[src/mstx_pkg.sv]
package mstx_pkg;

  localparam int DATA_W = 8;
  localparam int PROG_W = 16;
  localparam int PADDR_W = 16;
  localparam int BIT_SEL_W = 3;
  localparam logic [7:0] ZERO_BYTE = 8'h00;
  localparam logic [7:0] WREG_RESET = 8'h00;
  localparam logic [7:0] TPTR_RESET = 8'h00;
  localparam logic [7:0] TLATCH_RESET = 8'h00;
  localparam logic [1:0] SKIP_SLOTS = 2'h2;

  typedef enum logic [3:0] {
    MSTX_OP_NONE,
    MSTX_OP_SWAP_WREG,
    MSTX_OP_SKIP_NULL,
    MSTX_OP_COPY_SKIP_NULL,
    MSTX_OP_SKIP_BIT_CLEAR,
    MSTX_OP_TRD_PAGED,
    MSTX_OP_TRD_FINAL,
    MSTX_OP_TRD_PAGED_INC,
    MSTX_OP_TRD_FINAL_INC,
    MSTX_OP_XOR_WREG,
    MSTX_OP_XOR_MEM
  } mstx_op_t;

  typedef struct packed {
    mstx_op_t op;
    logic [BIT_SEL_W-1:0] bit_sel;
    logic [DATA_W-1:0] operand;
  } mstx_req_t;

  typedef struct packed {
    logic valid;
    logic [DATA_W-1:0] data;
  } mstx_wr_t;

endpackage : mstx_pkg

[src/mstx_alu.sv]
`timescale 1ns/1ps
`default_nettype none

module mstx_alu
  import mstx_pkg::*;
#(
  parameter int W = DATA_W
) (
  input wire mstx_op_t op,
  input wire logic [W-1:0] operand,
  input wire logic [W-1:0] wreg,
  input wire logic [BIT_SEL_W-1:0] bit_sel,
  output logic [W-1:0] result,
  output logic skip,
  output logic zero
);

  always_comb begin
    result = operand;
    skip = 1'b0;
    case (op)
      MSTX_OP_SWAP_WREG: begin
        result = {operand[3:0], operand[7:4]};
      end
      MSTX_OP_SKIP_NULL: begin
        skip = (operand == ZERO_BYTE);
      end
      MSTX_OP_COPY_SKIP_NULL: begin
        skip = (operand == ZERO_BYTE);
      end
      MSTX_OP_SKIP_BIT_CLEAR: begin
        skip = ~operand[bit_sel];
      end
      MSTX_OP_XOR_WREG, MSTX_OP_XOR_MEM: begin
        result = wreg ^ operand;
      end
      default: begin
        result = operand;
      end
    endcase
  end

  assign zero = (result == ZERO_BYTE);

endmodule : mstx_alu

`default_nettype wire

[src/mstx_exec.sv]
`timescale 1ns/1ps
`default_nettype none

module mstx_exec
  import mstx_pkg::*;
#(
  parameter int PAW = PADDR_W
) (
  input wire logic ref_clk,
  input wire logic rst,
  input wire mstx_req_t req,
  input wire logic req_valid,
  input wire logic [DATA_W-1:0] tptr_low_wr,
  input wire logic tptr_low_we,
  input wire logic [DATA_W-1:0] tptr_high_wr,
  input wire logic tptr_high_we,
  input wire logic [PROG_W-1:0] prog_rdata,
  output logic [PAW-1:0] prog_addr,
  output logic prog_re,
  output mstx_wr_t mem_wr,
  output logic [DATA_W-1:0] wreg,
  output logic zero_flag,
  output logic zero_we,
  output logic [DATA_W-1:0] table_high_latch,
  output logic [DATA_W-1:0] table_pointer_low,
  output logic [DATA_W-1:0] table_pointer_high,
  output logic skip_slot,
  output logic busy
);

  typedef enum logic [1:0] {MSTX_IDLE, MSTX_TRD, MSTX_SKIP} mstx_state_t;

  mstx_state_t state_q;
  logic [1:0] skip_cnt_q;
  logic [DATA_W-1:0] alu_res;
  logic alu_skip;
  logic alu_zero;
  logic is_trd;
  logic is_inc;
  logic is_final;
  logic [DATA_W-1:0] tpl_next;

  mstx_alu #(.W(DATA_W)) u_alu (
    .op(req.op),
    .operand(req.operand),
    .wreg(wreg),
    .bit_sel(req.bit_sel),
    .result(alu_res),
    .skip(alu_skip),
    .zero(alu_zero)
  );

  assign is_trd = (req.op == MSTX_OP_TRD_PAGED) || (req.op == MSTX_OP_TRD_FINAL) ||
                  (req.op == MSTX_OP_TRD_PAGED_INC) || (req.op == MSTX_OP_TRD_FINAL_INC);
  assign is_inc = (req.op == MSTX_OP_TRD_PAGED_INC) || (req.op == MSTX_OP_TRD_FINAL_INC);
  assign is_final = (req.op == MSTX_OP_TRD_FINAL) || (req.op == MSTX_OP_TRD_FINAL_INC);
  assign tpl_next = is_inc ? table_pointer_low + 8'h01 : table_pointer_low;

  wire logic accept = req_valid && (state_q == MSTX_IDLE);

  // Sequencer; requests offered while busy are ignored
  always_ff @(posedge ref_clk) begin
    if (rst) begin
      state_q <= MSTX_IDLE;
      skip_cnt_q <= 2'h0;
    end else begin
      case (state_q)
        MSTX_IDLE: begin
          if (accept && is_trd) begin
            state_q <= MSTX_TRD;
          end else if (accept && alu_skip) begin
            state_q <= MSTX_SKIP;
            skip_cnt_q <= SKIP_SLOTS;
          end
        end
        MSTX_TRD: begin
          state_q <= MSTX_IDLE;
        end
        MSTX_SKIP: begin
          skip_cnt_q <= skip_cnt_q - 2'h1;
          if (skip_cnt_q == 2'h1) begin
            state_q <= MSTX_IDLE;
          end
        end
        default: begin
          state_q <= MSTX_IDLE;
        end
      endcase
    end
  end

  always_ff @(posedge ref_clk) begin
    if (rst) begin
      busy <= 1'b0;
      skip_slot <= 1'b0;
    end else begin
      busy <= (state_q == MSTX_IDLE) ? (accept && (is_trd || alu_skip)) :
              !((state_q == MSTX_TRD) || (state_q == MSTX_SKIP && skip_cnt_q == 2'h1));
      skip_slot <= (state_q == MSTX_IDLE) ? (accept && !is_trd && alu_skip) :
                   (state_q == MSTX_SKIP && skip_cnt_q != 2'h1);
    end
  end

  // Table pointers: a core write to the low pointer loses to a preincrement in the same cycle
  always_ff @(posedge ref_clk) begin
    if (rst) begin
      table_pointer_low <= TPTR_RESET;
      table_pointer_high <= TPTR_RESET;
    end else begin
      if (accept && is_trd && is_inc) begin
        table_pointer_low <= tpl_next;
      end else if (tptr_low_we) begin
        table_pointer_low <= tptr_low_wr;
      end
      if (tptr_high_we) begin
        table_pointer_high <= tptr_high_wr;
      end
    end
  end

  // Program memory address: final page keeps all upper bits high
  always_ff @(posedge ref_clk) begin
    if (rst) begin
      prog_addr <= '0;
      prog_re <= 1'b0;
    end else begin
      prog_re <= accept && is_trd;
      if (accept && is_trd) begin
        if (is_final) begin
          prog_addr <= {{(PAW-DATA_W){1'b1}}, tpl_next};
        end else begin
          prog_addr <= {table_pointer_high[PAW-DATA_W-1:0], tpl_next};
        end
      end
    end
  end

  // Data memory write and table-high latch; program data is sampled in the same cycle that prog_re is high
  always_ff @(posedge ref_clk) begin
    if (rst) begin
      mem_wr <= '0;
      table_high_latch <= TLATCH_RESET;
    end else begin
      mem_wr.valid <= 1'b0;
      if (state_q == MSTX_TRD) begin
        mem_wr.valid <= 1'b1;
        mem_wr.data <= prog_rdata[DATA_W-1:0];
        table_high_latch <= prog_rdata[PROG_W-1:DATA_W];
      end else if (accept && req.op == MSTX_OP_XOR_MEM) begin
        mem_wr.valid <= 1'b1;
        mem_wr.data <= alu_res;
      end
    end
  end

  // Working register and zero flag
  always_ff @(posedge ref_clk) begin
    if (rst) begin
      wreg <= WREG_RESET;
      zero_flag <= 1'b0;
      zero_we <= 1'b0;
    end else begin
      zero_we <= 1'b0;
      if (accept) begin
        case (req.op)
          MSTX_OP_SWAP_WREG, MSTX_OP_COPY_SKIP_NULL: begin
            wreg <= alu_res;
          end
          MSTX_OP_XOR_WREG: begin
            wreg <= alu_res;
            zero_flag <= alu_zero;
            zero_we <= 1'b1;
          end
          MSTX_OP_XOR_MEM: begin
            zero_flag <= alu_zero;
            zero_we <= 1'b1;
          end
          default: begin
            wreg <= wreg;
          end
        endcase
      end
    end
  end

  AST_SWAP: assert property (@(posedge ref_clk) disable iff (rst)
    accept && req.op == MSTX_OP_SWAP_WREG |=> wreg == {$past(req.operand[3:0]), $past(req.operand[7:4])} && !zero_we)
    else $error("swap result wrong");
  AST_SKIP_NULL: assert property (@(posedge ref_clk) disable iff (rst)
    accept && req.op == MSTX_OP_SKIP_NULL && req.operand == ZERO_BYTE |=> skip_slot ##1 skip_slot ##1 !busy)
    else $error("null skip missing");
  AST_NO_SKIP: assert property (@(posedge ref_clk) disable iff (rst)
    accept && req.op == MSTX_OP_SKIP_NULL && req.operand != ZERO_BYTE |=> !skip_slot && !busy)
    else $error("spurious skip");
  AST_SKIP_LEN: assert property (@(posedge ref_clk) disable iff (rst)
    $rose(skip_slot) |-> busy [*2] ##1 !busy)
    else $error("skip length wrong");
  AST_COPY: assert property (@(posedge ref_clk) disable iff (rst)
    accept && req.op == MSTX_OP_COPY_SKIP_NULL |=> wreg == $past(req.operand) && skip_slot == (wreg == ZERO_BYTE))
    else $error("copy skip wrong");
  AST_BIT: assert property (@(posedge ref_clk) disable iff (rst)
    accept && req.op == MSTX_OP_SKIP_BIT_CLEAR |=> skip_slot == !$past(req.operand[req.bit_sel]))
    else $error("bit skip wrong");
  AST_TRD_PAGED: assert property (@(posedge ref_clk) disable iff (rst)
    accept && req.op == MSTX_OP_TRD_PAGED |=> prog_re && prog_addr[7:0] == $past(table_pointer_low)
      && prog_addr[PAW-1:DATA_W] == $past(table_pointer_high[PAW-DATA_W-1:0])
      ##1 mem_wr.valid && mem_wr.data == $past(prog_rdata[7:0]) && table_high_latch == $past(prog_rdata[15:8]))
    else $error("paged read wrong");
  AST_TRD_FINAL: assert property (@(posedge ref_clk) disable iff (rst)
    accept && req.op == MSTX_OP_TRD_FINAL |=> prog_addr[PAW-1:DATA_W] == '1
      && prog_addr[7:0] == $past(table_pointer_low))
    else $error("final page address wrong");
  AST_TRD_INC: assert property (@(posedge ref_clk) disable iff (rst)
    accept && req.op == MSTX_OP_TRD_PAGED_INC |=> table_pointer_low == $past(table_pointer_low) + 8'h01
      && prog_addr[7:0] == table_pointer_low)
    else $error("preincrement wrong");
  AST_TRD_FINAL_INC: assert property (@(posedge ref_clk) disable iff (rst)
    accept && req.op == MSTX_OP_TRD_FINAL_INC |=> ##1 table_high_latch == $past(prog_rdata[15:8]))
    else $error("latch not loaded");
  AST_XOR_WREG: assert property (@(posedge ref_clk) disable iff (rst)
    accept && req.op == MSTX_OP_XOR_WREG |=> wreg == ($past(wreg) ^ $past(req.operand)) && zero_we && !mem_wr.valid
      && zero_flag == (wreg == ZERO_BYTE))
    else $error("xor to register wrong");
  AST_XOR_MEM: assert property (@(posedge ref_clk) disable iff (rst)
    accept && req.op == MSTX_OP_XOR_MEM |=> mem_wr.valid && mem_wr.data == ($past(wreg) ^ $past(req.operand))
      && wreg == $past(wreg))
    else $error("xor to memory wrong");
  AST_ZERO: assert property (@(posedge ref_clk) disable iff (rst)
    accept && req.op == MSTX_OP_XOR_MEM |=> zero_flag == (mem_wr.data == ZERO_BYTE))
    else $error("zero flag wrong");

endmodule : mstx_exec

`default_nettype wire

[config.mk]
export PLATFORM = sky130hd
export DESIGN_NAME = mstx_exec
export DESIGN_NICKNAME = d
export VERILOG_FILES = /design/src/mstx_pkg.sv /design/src/mstx_alu.sv /design/src/mstx_exec.sv
export SDC_FILE = /design/constraint.sdc
export NUM_CORES = 1
export LEC_CHECK = 0
export BUFFER_PORTS_ARGS = -buffer_cell sky130_fd_sc_hd__buf_2
export CORE_AREA = 2 2 88 90
export CTS_CLUSTER_SIZE = 8
export DETAILED_ROUTE_END_ITERATION = 6
export DIE_AREA = 0 0 90 92
export PLACE_DENSITY = 0.81
export SLEW_MARGIN = 10
export SYNTH_ARGS = -nofsm -noshare
export SYNTH_HDL_FRONTEND = slang
export SYNTH_HIERARCHICAL = 1
export SYNTH_SLANG_ARGS = --single-unit
[constraint.sdc]
create_clock -name ref_clk -period 2.6 [get_ports ref_clk]
set_clock_uncertainty 0.2 [all_clocks]
set_input_delay 0.52 -clock ref_clk [delete_from_list [all_inputs] [get_ports ref_clk]]
set_output_delay 0.52 -clock ref_clk [all_outputs]
set_load 0.005 [all_outputs]
==> run summary <==
The maximum fanout encountered on the critical timing path came out at 7. The placed instance count is 589. The repair_antennas step left the layout with diodes totalling 0.

The worst slew margin relative to its limit came out at 64.9%. Counting instances in the post-synthesis netlist gives the leading cell types as dfxtp_1 (66), nor2_1 (56), nand2_1 (39), mux2i_1 (27), a21oi_1 (22). Based on the critical path, the design can be clocked at up to 445 MHz.

The fraction of the core area covered by cells at the end of the flow came out at 57.4%. Once placement finished, the instance area stood at 4030 µm². TritonCTS built the clock tree. The number of iterations in the first detailed-routing pass came out at 4. Dividing the detail-routed wire length by the instance count gives 14.6 µm. The final-report setup violation count came out at 0. The mapped netlist covers 3210 µm². The global-route usage over all layers came out at 21.6%. The post-synthesis instance total came out at 363.

STA classifies the critical path startpoint as an input pin. The count of cells in the finished layout, fillers not included, comes to 605. The number of flops mapped to enable cells by yosys is 0. The slew at the pin closest to its max-slew limit is 0.524 ns.

The floorplan step set the die width to 90 µm. The number of instances resized during post-cts repair came out at 0. The largest voltage drop on the vdd net is 0.000341 V. The most common flop cell mapped by yosys is dfxtp_1.

The DRC violations left came out at 0. The run finished with clean final reports. Setup repair after global routing left no endpoint under its margin. The worst-case setup margin in the final layout is 0.355 ns. The half-perimeter wire length of the detailed placement result is 6700 µm. Synthesis inferred 66 register bits. The ratio of routed vias to standard cells is 5.36. At the later pin of the worst-skew pair, clock insertion delay measures 0.34 ns. The number of global-route vias before repair came out at 3136. The share of the synthesized area in the top cell type is 41.2%. The standard-cell row count is 32. Once the clock tree was built, the setup fixing pass inserted 0 buffers. The tree is rooted in a clkbuf_8. After clock tree synthesis, the flow added hold-fix buffers numbering 0.

The standby leakage power is 2.00 nW. The cell type with the highest aggregate area in the netlist is dfxtp_1. The hold slack came out at 0.213 ns. The Yosys step of the flow raised 6 warnings. By area the synthesized netlist is led by dfxtp_1 (41%), mux2i_1 (8.4%), nor2_1 (6.6%), nand2_1 (4.6%), a211oi_1 (4.0%). For this run, the post-layout net count is 552.

The maximum number of pins on one net before global-route repair came out at 35. The post-route fraction of the period consumed by the critical path is 86.3%. The core box area is 7450 µm². The die height is 92 µm. After routing the design area is 4280 µm².

The most critical setup path has its startpoint at req[11]. The fraction of final layout cells with drive strength greater than 1 is 34.8%. For flop-to-flop paths, the worst setup slack is 0.44 ns. The final critical delay including setup and external delays is 2.25 ns. The path class of the lowest-slack min-delay path is in2reg.

The share of the yosys chip area belonging to registers is 41.2%. The clock-pin transition on the worst setup and hold timing paths is 0.08 ns. The endpoint arrival time on the critical path came out at 2.33 ns. The worst-case setup slack after placement is 0.0150 ns. Power comes to 2.51 mW. The number of I/O port buffers is 113.

Max-cap violations in this run came to 0. The critical path ends at zero_flag$_SDFFE_PP0P_. The number of clock sinks seen by CTS is 66.

Among all stages on the critical path, the largest delay is contributed by or4_1. In this run, the number of DRC markers left after iteration 0 of detailed routing was 115. The routed via count came out at 3241. The share of synthesized registers carrying an async set or reset came out at 0%. The final-layout setup total negative slack is 0 ns. The total I/O pin count came out at 114. The power density relative to cell area came out at 586 nW/µm². The number of antenna violations at the first check in global routing is 0. The worst register-to-register path begins at wreg[6]$_SDFFE_PP0P_. The count of different cell masters after synthesis is 59. The weighted congestion at the end of routability-driven global placement is 0.965. The critical path goes through buf_2 -> nand3b_2 -> a21o_1 -> a221o_1 -> or4_1 -> nor4_2 -> nand3_1 -> a21oi_1.

The number of H-tree levels is 3. The worst setup path is captured at a flip-flop. At the worst endpoint, the required time is 2.68 ns.

The final number of hold-violating endpoints is 0. The maximum buffer depth of the clock tree is 2. The depth of the worst register-to-register path came out at 7. The antenna violation net count after detailed routing came out at 0. dfxtp_1 is the most common cell in the netlist. The initial core utilization is 43.0%.

The total die area is 8280 µm². The global-route wire length before repair came out at 14600 µm. By startpoint and endpoint, the worst setup path is classified as in2reg. The wire length after detailed routing came out at 8850 µm.

The number of clock buffers inserted by TritonCTS came out at 9. The endpoint of the worst-slack reg-to-reg timing path is zero_flag$_SDFFE_PP0P_. The number of nets in the synthesized netlist is 417.

The number of pins with negative max-slew slack in the final report is 0. The biggest cell delay along the critical path came out at 0.52 ns. The synthesis-to-layout area growth is 33.5%. The total global routing overflow came out at 0. The mean post-synth cell area is 8.83 µm².
logic make-up (layout without fill, tap and decap cells):
kind of cell	count (synthesis)	after routing	synth area share [%]
xor+xnor	10	10	2.73
flops	66	66	41.2
compound gates	87	87	19.8
mux	29	29	9.84
fa+ha+maj	2	2	0.781
buf+inv	30	170	4.64
simple gates	139	139	21.0
final cells by class:
class,count,area [µm²]
flip-flops and latches,66,1320
clock buffers,9,124
multi-input cells,267,1740
clock inverters,7,125
well taps,102,128
inverters,11,41.3
fillers,710,3170
repair buffers,143,803
worst min path at each step:
stage,from,to,cells after the start
2_1_floorplan,skip_cnt_q[1]$_SDFFE_PP0P_,skip_cnt_q[1]$_SDFFE_PP0P_,1
3_3_place_gp,table_high_latch[1]$_SDFFE_PP0P_,table_high_latch[1]$_SDFFE_PP0P_,2
3_5_place_dp,table_high_latch[6]$_SDFFE_PP0P_,table_high_latch[6]$_SDFFE_PP0P_,2
4_1_cts,prog_rdata[13],table_high_latch[5]$_SDFFE_PP0P_,3
5_1_grt,prog_rdata[10],table_high_latch[2]$_SDFFE_PP0P_,3
6_report,tptr_high_wr[6],table_pointer_high[6]$_SDFFE_PP0P_,3
sequential cells by signal, indices dropped and copies added, names as in the netlist, 2 cells and up:
signal,flops
skip_cnt_q,2
wreg,8
table_pointer_low,8
prog_addr,16
state_q,2
table_high_latch,8
table_pointer_high,8
mem_wr,9
report_power, final:
part           switching (mW)  internal, mW  leakage (nW)
clock network           0.418         0.645         0.124
logic                   0.178         0.171          1.34
registers              0.0400          1.06         0.538
layer usage:
metal,up-vias,wire [µm],global-route usage [%]
met3,21,664,6.16
met4,0,244,8.72
met2,126,4260,37.0
met5,-,0,0
met1,1518,3690,25.7
li1,1576,-,-
placed cells by master, fill, tap and decap left out, drive strengths merged, types with 2 or more instances in the layout:
cell type / count
nand2: 39
dfxtp: 66
mux4: 2
xor2: 6
clkinv: 3
a21o: 2
a31oi: 5
o311ai: 2
nor3b: 4
nand4: 2
o211ai: 3
o22ai: 8
xnor2: 4
nand3b: 3
nor2: 57
nand3: 9
a221o: 3
mux2i: 27
a22oi: 2
o21ai: 7
nor2b: 4
a211oi: 18
ha: 2
buf: 143
or2: 2
o221ai: 3
clkbuf: 9
or4b: 2
nor3: 2
a21oi: 23
bufinv: 3
nand2b: 5
inv: 12
nor4b: 3
critical path, delay by kind of cell:
family / cells / cell delay [ns]
AO/OA/AOI/OAI: 3 / 0.68
buffers and inverters: 1 / 0.14
AND/OR/NAND/NOR: 4 / 0.98
Power figures use the tool's default switching activity.
